`src/core/ipc_pkg.sv`:
```
package ipc_pkg;
    // Register indices; byte address is four times the index
    localparam logic [7:0] IDX_SE_RANK = 8'h19;
    localparam logic [7:0] IDX_DIFF_RANK = 8'h1A;
    localparam logic [7:0] IDX_STATUS = 8'h1B;
    // Reset values
    localparam logic [7:0] RST_SE_RANK = 8'h32;
    localparam logic [7:0] RST_DIFF_RANK = 8'h00;
    // Rank field layout inside each rank register
    localparam int RANK_W = 4;
    localparam int FIRST_LSB = 0;
    localparam int SECOND_LSB = 4;
    localparam logic [3:0] RANK_OFF = 4'h0;
    // Candidate inputs seen by the selector
    localparam int NUM_INPUTS = 4;
    localparam logic [1:0] IN_FIRST_SE = 2'h0;
    localparam logic [1:0] IN_SECOND_SE = 2'h1;
    localparam logic [1:0] IN_FIRST_DIFF = 2'h2;
    localparam logic [1:0] IN_SECOND_DIFF = 2'h3;
    // Status register layout
    localparam int STS_IDX_LSB = 0;
    localparam int STS_FOUND_BIT = 2;
    localparam int STS_VALID_LSB = 4;
    // Wishbone geometry
    localparam int ADR_W = 10;
    localparam int DAT_W = 32;
endpackage

```
`src/core/ipc_top.sv`:
```
`timescale 1ns/10ps
// How it works
// [RULE1] First single-ended rank in se bits 3:0
// [RULE2] Second differential rank in diff bits 7:4
// [RULE3] Zero second differential rank means unavailable
// [RULE4] Nonzero second diff write clears second se
// [RULE5] First differential rank in diff bits 3:0
// [RULE6] Zero first differential rank means unavailable
// [RULE7] Nonzero first diff write clears first se
// [RULE8] Reset: se reads 0x32, diff reads 0x00
// [RULE9] Pick smallest nonzero rank among valid inputs
module ipc_top (
    input wire logic clk_i,
    input wire logic rst_i,
    input wire logic wb_cyc_i,
    input wire logic wb_stb_i,
    input wire logic wb_we_i,
    input wire logic [ipc_pkg::ADR_W-1:0] wb_adr_i,
    input wire logic [3:0] wb_sel_i,
    input wire logic [ipc_pkg::DAT_W-1:0] wb_dat_i,
    output logic [ipc_pkg::DAT_W-1:0] wb_dat_o,
    output logic wb_ack_o,
    input wire logic [ipc_pkg::NUM_INPUTS-1:0] input_valid_i,
    output logic selected_valid_o,
    output logic [1:0] selected_input_o
);
    logic [7:0] se_rank;
    logic [7:0] diff_rank;
    logic [7:0] next_se_rank;
    logic [7:0] next_diff_rank;
    logic [ipc_pkg::DAT_W-1:0] next_dat;
    logic next_ack;
    logic next_sel_valid;
    logic [1:0] next_sel_input;
    logic [ipc_pkg::NUM_INPUTS-1:0] valid_sync;
    logic [ipc_pkg::NUM_INPUTS*ipc_pkg::RANK_W-1:0] ranks;
    logic pick_found;
    logic [1:0] pick_index;
    logic req;
    logic commit;
    logic [ipc_pkg::NUM_INPUTS-1:0] prev_valid;
    logic [ipc_pkg::NUM_INPUTS*ipc_pkg::RANK_W-1:0] prev_ranks;

    // Word index decode, used for both reads and writes
    function automatic logic hit(input logic [ipc_pkg::ADR_W-1:0] adr, input logic [7:0] idx);
        return (adr[ipc_pkg::ADR_W-1:2] == idx) && (adr[1:0] == 2'h0);
    endfunction

    function automatic logic nonzero(input logic [3:0] rank);
        return rank != ipc_pkg::RANK_OFF;
    endfunction

    // Valid levels come from monitors outside this clock
    ipc_sync2 #(
        .WIDTH(ipc_pkg::NUM_INPUTS)
    ) u_sync (
        .clk_i(clk_i),
        .rst_i(rst_i),
        .async_i(input_valid_i),
        .sync_o(valid_sync)
    );

    // Candidate ranks in input-index order
    assign ranks = {diff_rank[ipc_pkg::SECOND_LSB +: ipc_pkg::RANK_W],
                    diff_rank[ipc_pkg::FIRST_LSB +: ipc_pkg::RANK_W],
                    se_rank[ipc_pkg::SECOND_LSB +: ipc_pkg::RANK_W],
                    se_rank[ipc_pkg::FIRST_LSB +: ipc_pkg::RANK_W]};

    ipc_rank_pick u_pick (
        .valid_i(valid_sync),
        .ranks_i(ranks),
        .found_o(pick_found),
        .index_o(pick_index)
    );

    // Ack one cycle after the request; a write lands on the acked edge
    assign req = wb_cyc_i && wb_stb_i;
    assign commit = req && wb_ack_o && wb_we_i && wb_sel_i[0];

    // Bus and register next values
    always_comb begin
        next_ack = req && !wb_ack_o;
        next_dat = wb_dat_o;
        next_se_rank = se_rank;
        next_diff_rank = diff_rank;
        if (next_ack) begin
            next_dat = '0;
            if (hit(wb_adr_i, ipc_pkg::IDX_SE_RANK)) begin
                next_dat[7:0] = se_rank;
            end else if (hit(wb_adr_i, ipc_pkg::IDX_DIFF_RANK)) begin
                next_dat[7:0] = diff_rank;
            end else if (hit(wb_adr_i, ipc_pkg::IDX_STATUS)) begin
                next_dat[ipc_pkg::STS_IDX_LSB +: 2] = selected_input_o;
                next_dat[ipc_pkg::STS_FOUND_BIT] = selected_valid_o;
                next_dat[ipc_pkg::STS_VALID_LSB +: ipc_pkg::NUM_INPUTS] = valid_sync;
            end
        end
        if (commit && hit(wb_adr_i, ipc_pkg::IDX_SE_RANK)) begin
            next_se_rank = wb_dat_i[7:0]; // see [RULE1]
        end
        if (commit && hit(wb_adr_i, ipc_pkg::IDX_DIFF_RANK)) begin
            next_diff_rank = wb_dat_i[7:0]; // see [RULE2] see [RULE5]
            // Twin inputs share a pin pair, so the TTL twin is switched off
            if (nonzero(wb_dat_i[ipc_pkg::SECOND_LSB +: ipc_pkg::RANK_W])) begin
                next_se_rank[ipc_pkg::SECOND_LSB +: ipc_pkg::RANK_W] = ipc_pkg::RANK_OFF; // see [RULE4]
            end
            if (nonzero(wb_dat_i[ipc_pkg::FIRST_LSB +: ipc_pkg::RANK_W])) begin
                next_se_rank[ipc_pkg::FIRST_LSB +: ipc_pkg::RANK_W] = ipc_pkg::RANK_OFF; // see [RULE7]
            end
        end
    end

    // Selection is registered so the status read is glitch free
    always_comb begin
        next_sel_valid = pick_found; // see [RULE9] see [RULE3] see [RULE6]
        next_sel_input = pick_found ? pick_index : 2'h0;
    end

    // Picker inputs one edge back, so checks index them by the current selection
    always_ff @(posedge clk_i) begin
        prev_valid <= valid_sync;
        prev_ranks <= ranks;
    end

    always_ff @(posedge clk_i) begin
        if (rst_i) begin
            se_rank <= ipc_pkg::RST_SE_RANK; // see [RULE8]
            diff_rank <= ipc_pkg::RST_DIFF_RANK; // see [RULE8]
            wb_ack_o <= 1'b0;
            wb_dat_o <= '0;
            selected_valid_o <= 1'b0;
            selected_input_o <= 2'h0;
        end else begin
            se_rank <= next_se_rank;
            diff_rank <= next_diff_rank;
            wb_ack_o <= next_ack;
            wb_dat_o <= next_dat;
            selected_valid_o <= next_sel_valid;
            selected_input_o <= next_sel_input;
        end
    end

    // Checks
    logic wr_se;
    logic wr_diff;
    assign wr_se = commit && hit(wb_adr_i, ipc_pkg::IDX_SE_RANK);
    assign wr_diff = commit && hit(wb_adr_i, ipc_pkg::IDX_DIFF_RANK);
endmodule

```
`src/core/ipc_sync2.sv`:
```
`timescale 1ns/10ps
// Two-flop synchroniser for asynchronous level inputs
module ipc_sync2 #(
    parameter int WIDTH = 4
) (
    input wire logic clk_i,
    input wire logic rst_i,
    input wire logic [WIDTH-1:0] async_i,
    output logic [WIDTH-1:0] sync_o
);
    logic [WIDTH-1:0] meta;
    logic [WIDTH-1:0] next_meta;
    logic [WIDTH-1:0] next_sync;

    // First stage feeds only the second stage
    always_comb begin
        next_meta = async_i;
        next_sync = meta;
    end

    always_ff @(posedge clk_i) begin
        if (rst_i) begin
            meta <= '0;
            sync_o <= '0;
        end else begin
            meta <= next_meta;
            sync_o <= next_sync;
        end
    end
endmodule

```
`src/core/ipc_rank_pick.sv`:
```
`timescale 1ns/10ps
// Picks the valid input with the smallest non-zero rank
module ipc_rank_pick (
    input wire logic [ipc_pkg::NUM_INPUTS-1:0] valid_i,
    input wire logic [ipc_pkg::NUM_INPUTS*ipc_pkg::RANK_W-1:0] ranks_i,
    output logic found_o,
    output logic [1:0] index_o
);
    logic [ipc_pkg::NUM_INPUTS-1:0] usable;
    logic [ipc_pkg::RANK_W-1:0] best;

    // A zero rank removes the input from the race
    genvar g;
    generate
        for (g = 0; g < ipc_pkg::NUM_INPUTS; g++) begin : g_use
            assign usable[g] = valid_i[g] &&
                (ranks_i[g*ipc_pkg::RANK_W +: ipc_pkg::RANK_W] != ipc_pkg::RANK_OFF);
        end
    endgenerate

    // Strict compare: on a tie the lower index keeps the slot
    always_comb begin
        found_o = 1'b0;
        index_o = 2'h0;
        best = 4'hF;
        for (int i = 0; i < ipc_pkg::NUM_INPUTS; i++) begin
            if (usable[i] && (!found_o || ranks_i[i*ipc_pkg::RANK_W +: ipc_pkg::RANK_W] < best)) begin
                found_o = 1'b1;
                index_o = i[1:0];
                best = ranks_i[i*ipc_pkg::RANK_W +: ipc_pkg::RANK_W];
            end
        end
    end
endmodule

```
`config.mk`:
```
export PLATFORM = sky130hd
export DESIGN_NAME = ipc_top
export DESIGN_NICKNAME = d
export VERILOG_FILES = /design/src/core/ipc_pkg.sv /design/src/core/ipc_top.sv /design/src/core/ipc_sync2.sv /design/src/core/ipc_rank_pick.sv
export SDC_FILE = /design/constraint.sdc
export NUM_CORES = 1
export LEC_CHECK = 0
export BUFFER_PORTS_ARGS = -buffer_cell sky130_fd_sc_hd__buf_2
export CAP_MARGIN = 25
export CORE_UTILIZATION = 41
export CTS_BUF_LIST = sky130_fd_sc_hd__clkbuf_4 sky130_fd_sc_hd__clkbuf_8
export DETAILED_ROUTE_END_ITERATION = 8
export GPL_ROUTABILITY_DRIVEN = 0
export GPL_TIMING_DRIVEN = 0
export PLACE_DENSITY = 0.72
export SLEW_MARGIN = 20
export SYNTH_ARGS = -nofsm -noshare
export SYNTH_HDL_FRONTEND = slang
export SYNTH_SLANG_ARGS = --single-unit
```
`constraint.sdc`:
```
create_clock -name clk_i -period 5.3 [get_ports clk_i]
set_clock_uncertainty 0.2 [all_clocks]
set_input_delay 0.795 -clock clk_i [delete_from_list [all_inputs] [get_ports clk_i]]
set_output_delay 0.795 -clock clk_i [all_outputs]
set_load 0.03 [all_outputs]
```
# [Yosys cells after proc, flatten, opt, wreduce, memory -nomap -nowiden]
# Cells that the tools add are included.
# Widths: inputs -> output; s select.
[op_classes] mux=20 n_eq_ne=3 bitwise_logic=1 magnitude_cmp=3 n_shift=0 add_sub_neg=0 n_reduce_logical=32 n_mul=0 n_div=0
[ops] op="$mux 4" count=7
[ops] op="$eq 8x5->1 const B" count=3
[ops] op="$mux 8" count=3
[ops] op="$reduce_bool 4->1" count=6
[ops] op="$logic_and 1x1->1" count=17
[ops] op="$lt 4x4->1" count=3
[ops] op="$mux 1" count=6
[ops] op="$mux 3" count=2
[ops] op="$logic_not 1->1" count=4
[ops] op="$mux 2" count=2
[ops] op="$logic_or 1x1->1" count=3
[ops] op="$logic_not 2->1" count=1
[ops] op="$reduce_or 2->1" count=1
[ops] op="$not 1->1" count=1
[word_totals] wordCells=67 output_inout_bits=36 reg_bits=36 inputBits=55 memories=0 mem_bits_ro=0 latch_bits=0 mem_bits_rw=0

# [Logic depth before layout (Yosys ltp)]
# Gate-level depths: netlist of the first run.
[logic_depth] word_depth=17 ltp_mapped=21 mapped_depth_nobuf=20

# [Modules after synthesis]
# Synthesis of the first run repeated with hierarchy kept, for this count alone.
[unflattened] cells_unflattened=275 hier_area_um2=2363.5
[by_module_without_submodules] mod="ipc_top" instances=1 area_each_um2=1471.4 seq_area_each_um2=560.5 cells_each=160
[by_module_without_submodules] mod="ipc_rank_pick" instances=1 area_each_um2=681.9 seq_area_each_um2=0.0 cells_each=99
[by_module_without_submodules] mod="ipc_sync2" instances=1 area_each_um2=210.2 seq_area_each_um2=160.2 cells_each=16

# [Least setup slack after synthesis of the first run]
# OpenSTA, ideal clock, no wires.
[synth_path] path_type="reg2reg" start="register se_rank[0]" end="register selected_input_o[0]" setup_time_ns=0.095 path_stages_with_launch=19 path_buffers=1 arrival_ns=4.511 setup_slack_ns=0.493 required_ns=5.005 period_less_slack_ns=4.807 path_cell_list="dfxtp_1 > buf_2 > o41ai_2 > nor2_1 > ha_1 > or2_2 > o211ai_2 > o31ai_2 > mux2_2 > ha_1 > a2111o_1 > nor2_1 > a31oi_4 > mux2_1 > ha_1 > or3_1 > nor4_1 > a31oi_1 > o311ai_1"
[synth_via] elab_chain_len=17 word_cells_on_any_way=26 cone_classes="3 x order compare; 10 x mux; 1 x bitwise; 12 x reduce/logical"
[synth_lines] item="from (decl)" line="ipc_top.sv:27" source="logic [7:0] se_rank;"
[synth_lines] item="from (signal assigned)" line="ipc_top.sv:127" source="se_rank <= ipc_pkg::RST_SE_RANK;"
[synth_lines] item="from (signal assigned)" line="ipc_top.sv:134" source="se_rank <= next_se_rank;"
[synth_lines] item="$reduce_bool 4->1" line="ipc_rank_pick.sv:17" source="(ranks_i[g*ipc_pkg::RANK_W +: ipc_pkg::RANK_W] != ipc_pkg::RANK_OFF);"
[synth_lines] item="$logic_and 1x1->1" line="ipc_rank_pick.sv:16" source="assign usable[g] = valid_i[g] &&"
[synth_lines] item="$mux 4 or $mux 1 (tied branches)" line="ipc_rank_pick.sv:27" source="if (usable[i] && (!found_o || ranks_i[i*ipc_pkg::RANK_W +: ipc_pkg::RANK_W] < best)) begin"
[synth_lines] item="$lt 4x4->1 or $logic_not 1->1 (tied branches)" line="ipc_rank_pick.sv:27"
[synth_lines] item="$logic_or 1x1->1" line="ipc_rank_pick.sv:27"
[synth_lines] item="$logic_and 1x1->1" line="ipc_rank_pick.sv:27"
[synth_lines] item="$mux 4 or $mux 1 (tied branches)" line="ipc_rank_pick.sv:27"
[synth_lines] item="$lt 4x4->1 or $logic_not 1->1 (tied branches)" line="ipc_rank_pick.sv:27"
[synth_lines] item="$logic_or 1x1->1" line="ipc_rank_pick.sv:27"
[synth_lines] item="$logic_and 1x1->1" line="ipc_rank_pick.sv:27"
[synth_lines] item="$mux 4 or $mux 1 (tied branches)" line="ipc_rank_pick.sv:27"
[synth_lines] item="$lt 4x4->1 or $logic_not 1->1 (tied branches)" line="ipc_rank_pick.sv:27"
[synth_lines] item="$logic_or 1x1->1" line="ipc_rank_pick.sv:27"
[synth_lines] item="$logic_and 1x1->1" line="ipc_rank_pick.sv:27"
[synth_lines] item="$mux 1" line="ipc_rank_pick.sv:27"
[synth_lines] item="$not 1->1 (no line)"
[synth_lines] item="$reduce_or 2->1 (no line)"
[synth_lines] item="to (signal assigned)" line="ipc_top.sv:139" source="selected_input_o <= next_sel_input;"
[synth_lines] item="to (decl)" line="ipc_top.sv:25" source="output logic [1:0] selected_input_o"
# Parallel ways exist; a longest one is shown, timed or not.
# A chain may end at the register's enable or synchronous reset.

# [Worst setup path in the final report of the first run]
[layout_path] start="register se_rank[2]" end="register selected_input_o[0]"
# Same word-level chain as after synthesis.

==> results of run 1 <==
==> worst paths after layout <==
check | from | end | depth (start not counted)
worst max-delay path | se_rank[2]$_SDFF_PP0_ | selected_input_o[0]$_SDFF_PP0_ | 18
worst min-delay path | u_sync.meta[2]$_SDFF_PP0_ | u_sync.sync_o[2]$_SDFF_PP0_ | 1
worst max register to register | se_rank[2]$_SDFF_PP0_ | selected_input_o[0]$_SDFF_PP0_ | 18
worst min register to register | u_sync.meta[2]$_SDFF_PP0_ | u_sync.sync_o[2]$_SDFF_PP0_ | 1
==> per-layer routing <==
layer	GRT usage	vias up	wire length (um)
met4	0.0587	0	107
met1	0.241	867	2300
li1	-	951	-
met3	0.0461	16	371
met2	0.290	85	2270
met5	0	-	0
==> cells in the mapped netlist (2+ instances only) <==
master / instances / area share
a22o_1: 7 / 0.029
a22oi_1: 9 / 0.032
a31oi_1: 2 / 0.0058
buf_4: 24 / 0.084
clkbuf_1: 9 / 0.016
dfxtp_1: 36 / 0.34
ha_1: 7 / 0.041
inv_1: 8 / 0.014
mux2_1: 2 / 0.011
mux2_2: 8 / 0.042
mux2i_1: 17 / 0.079
nand2_1: 11 / 0.019
nand3_1: 3 / 0.0070
nor2_1: 30 / 0.053
nor2b_1: 10 / 0.029
nor3_1: 8 / 0.019
nor4_1: 4 / 0.012
o211ai_1: 2 / 0.0070
o21ai_0: 4 / 0.0093
o21bai_1: 4 / 0.014
o41ai_1: 2 / 0.0082
o41ai_2: 2 / 0.015
or3_1: 2 / 0.0058
==> area by class of cell <==
| class | count | share of cell area |
|---|---|---|
| multi-input combinational | 181 | 0.492 |
| clock buffer | 8 | 0.0362 |
| sequential | 36 | 0.268 |
| buffer | 34 | 0.0822 |
| inverter | 8 | 0.0111 |
| timing repair buffer | 41 | 0.0799 |
| tap | 67 | 0.0311 |
==> power groups by stage <==
| stage | Sequential (mW) | Clock [mW] | Combinational [mW] |
|---|---|---|---|
| 4_1_cts | 0.276 | 0.212 | 0.0800 |
| 3_3_place_gp | 0.282 | 0 | 0.0787 |
| 3_5_place_dp | 0.283 | 0 | 0.0796 |
| 6_report | 0.277 | 0.208 | 0.0831 |
| 5_1_grt | 0.277 | 0.224 | 0.0900 |
| 2_1_floorplan | 0.283 | 0 | 0.0600 |
==> state kept, by name (all words and copies together), names as in the netlist <==
name,cells
se_rank,8
u_sync.meta,4
diff_rank,8
wb_ack_o,1
selected_input_o,2
selected_valid_o,1
u_sync.sync_o,4
wb_dat_o,8
==> critical path, delay by kind of cell (launching register included) <==
kind | cells | cell delay [ns]
AOI/OAI and AO/OA | 9 | 2.00
and+or+nand+nor | 4 | 0.89
adders and majority gates | 3 | 0.81
muxes | 2 | 0.70
DFF | 1 | 0.41
==> kinds of logic after synthesis <==
group	count (synthesis)	synth area share
other	1	0.00175
buffers and inverters	42	0.116
adder cells (fa/ha/maj)	7	0.0408
AND/OR/NAND/NOR	77	0.181
multiplexers	27	0.132
AO/OA/AOI/OAI	46	0.193
flip-flops	36	0.336
==> what timing repair did <==
action | 4_1_cts | 5_1_grt
setup endpoints to repair | 2 | 2
buffers inserted | 0 | 4
hold buffers | 0 | 0
pin swaps | 0 | 5
gates resized for setup | 1 | 13
cloned | 0 | 0
==> metrics by stage <==
step | utilization | cells | area, um2
after floorplan | - | 259 | 2230
after global placement | 0.512 | 363 | 2500
after detailed placement | 0.512 | 363 | 2500
after CTS | 0.535 | 371 | 2610
after global routing | 0.552 | 375 | 2690
final | 0.552 | 375 | 2690
==> results.toml, run 1 <==
[power_and_ir_drop]
max-vdd-ir-drop_mv = 0.190
p_total_uw = 568
p_clk_frac = 0.367
power_density_nw_per_um2 = 211
switchingPower_uw = 144
combPwrFrac = 0.146
p_leak_nw = 1.31
sw_frac_of_total = 0.254
power.internal_uw = 423
power_frac_seq = 0.487

[grt]
grt_use_total = 0.182
overflow = 0
grt_start_max_net_pins = 11
grt_pass1_wl_um = 7490
antenna_found_initial = 0
grt_pass1_vias = 1605

[timing]
slew_headroom = 0.502
setup_viol = 0
finalHoldViolCount = 0
slew_violations = 0
setup_ws_ns = 0.183
min_period_ns = 5.12
final.period_utilization = 0.965
hold_slack_ns = 0.235
max_freq_mhz = 195
tightest_slew_ns = 0.738
tns_ns = 0

[placement]
place.port_buffers = 37
dp_hpwl_um = 3800
pre_cts_ws_ns = -0.0180

[floorplan]
die-area_um2 = 5520
ios = 91
initial_utilization = 0.439
die_w_um = 74.3
rows = 25
die_h_um = 74.3
coreArea_um2 = 4880

[cells_and_area]
areaGrowthSynthToFinish_pct = 25.6
multiInputGateArea_um2 = 1330
fillers = 464
fin_nets = 369
seqCellArea_um2 = 721
drive_gt1_frac = 0.318
layout_commonest_cell = "buf_2"
final_cell_mix = "37 x buf_2, 36 x dfxtp_1, 29 x buf_4, 27 x nor2_1, 24 x conb_1"
num_antenna_cells = 0

[clocking]
cts_tree = "done"
clockRootBuffer = "clkbuf_8"
insertion_delay_ns = 0.29
clk_pin_slew_ns = 0.07
clock-sinks = 36
clock_path_buffers = 2
numCtsBuffers = 5
htree_levels = 2

[setup_path]
reg2reg_slack_ns = 0.18
path_max_fanout = 7
worst_path_most_repeated_cell = "ha_1"
worstSetupPathType = "flop to flop"
worst_setup_path_start_kind = "flop"
slowest_stage = "o41ai_4"
path_cells = "o41ai_4, nor2_2, ha_2, or2_2, o211ai_2, o31ai_4, mux2_4, ha_1, o21ai_0, a22oi_1, o22ai_2, a31oi_4, mux2_1, ha_1, or3_1, nor4_2, a31oi_1, o311ai_1"
endpoint_kind = "flop"
cp.required_ns = 5.28
arrival_ns = 5.10
critPathMaxStageDelay_ns = 0.53

[yosys]
syn_area_um2 = 2140
yosysWarnings = 0
synth_cell_type_count = 48
async_flop_share = 0
ys_ff_latch = 36
yosysSeqAreaShare = 0.336
synth_cells = 236
synth_ff_type = "dfxtp_1"
synth_edf_count = 0
syn_avg_cell_area_um2 = 9.09

[detailed_routing]
drt_iter0_markers = 113
wl_per_cell_um = 13.5
vias = 1919
dr.pass1.iters = 4
drtAntennaViolNets = 0
drt-total-wl_um = 5050
route.detailed.drc = 0
drt-vias-per-instance = 5.12

[worst_hold_path]
hp-class = "flop to flop"

[status]
status = "complete, no violations"

[job]
drv_cap = 0
Note: power is estimated with default switching activity, not from simulation.
==> inputs of run 2 (changes only) <==
- PLACE_DENSITY: 0.72 -> 0.71
- SYNTH_HIERARCHICAL: unset -> 1
==> run 2 against run 1 <==
- cell area increased by 13%
- total power increased by 3.4%
- sequential share of layout area decreased by 2.8 points
- maximum frequency about the same
==> results.toml, run 2 <==
[cells_and_area]
areaGrowthSynthToFinish_pct = 28.6
drive_gt1_frac = 0.329
final_util = 0.549
fillers = 516
final_cell_mix = "39 x buf_2, 37 x buf_4, 33 x dfxtp_1, 25 x nor2_1, 24 x conb_1"
largestRegisters = "diff_rank: 8 flops, se_rank: 8 flops, wb_dat_o: 8 flops"
layout_commonest_cell = "buf_2"
fin_nets = 417
stdcell_count = 428
num_antenna_cells = 0

[clocking]
htree_levels = 2
insertion_delay_ns = 0.28
clk_pin_slew_ns = 0.07
cts_tree = "done"
clock-sinks = 36
clock_path_buffers = 2
numCtsBuffers = 5
clockRootBuffer = "clkbuf_8"
holdBufCountCts = 0

[power_and_ir_drop]
p_leak_nw = 1.42
p_total_uw = 587
power_density_nw_per_um2 = 193
max-vdd-ir-drop_mv = 0.181

[timing]
final.period_utilization = 0.965
max_freq_mhz = 196
tns_ns = 0
hold_slack_ns = 0.235
min_period_ns = 5.11
setup_viol = 0
slew_violations = 0
finalHoldViolCount = 0
tightest_slew_ns = 1.24
slew_headroom = 0.165

[worst_hold_path]
hp-class = "flop to flop"

[setup_path]
path_max_fanout = 11
worst_setup_path_start_kind = "flop"
endpoint_kind = "flop"
arrival_ns = 5.14
cp.required_ns = 5.32
worstSetupPathType = "flop to flop"

[grt]
grt_use_total = 0.199
grt_start_max_net_pins = 11
grt_pass1_vias = 1959
overflow = 0
grt_pass1_wl_um = 9520
antenna_found_initial = 0

[job]
drv_cap = 0

[yosys]
yosysMostFrequentCell = "dfxtp_1"
syn_area_um2 = 2360
synth_cell_type_count = 54
yosysWarnings = 6
syn_avg_cell_area_um2 = 8.59
synth_cells = 275
async_flop_share = 0
synth_ff_type = "dfxtp_1"
ys_ff_latch = 36
synth_edf_count = 0
synth_top_area_frac = 0.305
synth_area_leaders = "dfxtp_1 30%, buf_4 7.6%, mux2i_1 6.8%, nor2_1 4.1%, ha_1 3.7%"
yosysTopAreaCell = "dfxtp_1"
yosysSeqAreaShare = 0.305
synth_common_cells = "36 x dfxtp_1, 26 x nor2_1, 24 x buf_4"

[floorplan]
die_w_um = 77.9
ios = 91
initial_utilization = 0.427
coreArea_um2 = 5540
rows = 27
die-area_um2 = 6070
die_h_um = 77.9

[status]
status = "complete, no violations"

[placement]
place.port_buffers = 39
dp_hpwl_um = 4580
post-place-cells = 409

[detailed_routing]
vias = 2357
dr.pass1.iters = 6
drt-vias-per-instance = 5.51
drtAntennaViolNets = 0
wl_per_cell_um = 14.7
route.detailed.drc = 0
drt_iter0_markers = 193
drt-total-wl_um = 6310
==> run 2: cell count changes after synthesis, moves of 6 or more <==
cell and delta:
a21oi_1 +13, a21o_1 +10, mux2_2 -8, a221oi_1 +7, a22o_1 -7, a22oi_1 -7, a211oi_1 +6, nand2_1 +6
o211ai_1 +6
==> run 2: worst max-delay path, stage by stage, from the launching register on <==
cell and delay, ns:
dfxtp_4 0.40, o41ai_4 0.41, nor2_2 0.09, ha_2 0.21, nor2b_4 0.14, o41ai_4 0.10
o41a_1 0.45, nand2_4 0.13, nor2_1 0.05, a21oi_1 0.12, ha_1 0.28, a21o_1 0.23
a2111o_1 0.44, o21ai_1 0.10, mux2i_1 0.09, a22oi_2 0.18, ha_1 0.28, a211oi_2 0.27
nand4b_1 0.19, a211oi_2 0.26, nor3_2 0.06, o211ai_1 0.14, or2_1 0.14, and2_1 0.10
==> run 2: final timing paths <==
check                                               start  cells after the start                        endpoint  slack (ns)
worst min register to register  u_sync/meta[3]$_SDFF_PP0_                      1     u_sync/sync_o[3]$_SDFF_PP0_        0.23
worst max register to register      se_rank[0]$_SDFF_PP0_                     23  selected_input_o[1]$_SDFF_PP0_        0.19
worst min-delay path            u_sync/meta[3]$_SDFF_PP0_                      1     u_sync/sync_o[3]$_SDFF_PP0_        0.23
worst max-delay path                se_rank[0]$_SDFF_PP0_                     23  selected_input_o[1]$_SDFF_PP0_        0.19
==> run 2: metrics by stage <==
stage	setup WS, ns	cell area, um2
floorplan	0.341	2450
global placement	-0.474	2740
detailed placement	-0.527	2740
CTS	0.0499	2890
global route	-0.0431	3040
finish	0.186	3040
==> run 2: cells by family after synthesis <==
group,count (synthesis),synth area share
compound gates,78,0.245
buf+inv,41,0.114
simple gates,96,0.230
mux,16,0.0678
fa+ha+maj,7,0.0371
flops,36,0.305
other cells,1,0.00159
==> run 2: where the power goes <==
part,switching [mW],total [mW],internal [mW]
Combinational,0.0606,0.102,0.0415
Clock,0.0923,0.209,0.116
Sequential,0.00252,0.277,0.274
==> run 2: metal layers <==
layer / global-route usage / up-vias / routed length (um)
met1: 0.267 / 1061 / 2750
li1: - / 1137 / -
met4: 0.0667 / 0 / 189
met3: 0.0471 / 24 / 570
met2: 0.312 / 135 / 2800
met5: 0 / - / 0
==> run 2: what timing repair did <==
action / in CTS / in global routing
setup endpoints to repair: 2 / 2
gates resized for setup: 7 / 20
pin swaps: 1 / 17
buffers inserted: 2 / 11
==> run 2: cell type report <==
type	instances	area [um2]	area share
Buffer	32	225	0.0741
Timing Repair Buffer	53	298	0.0979
Clock buffer	8	97.6	0.0321
Sequential cell	36	727	0.239
Inverter	6	22.5	0.00741
Tap cell	72	90.1	0.0296
Multi-Input combinational cell	221	1580	0.520
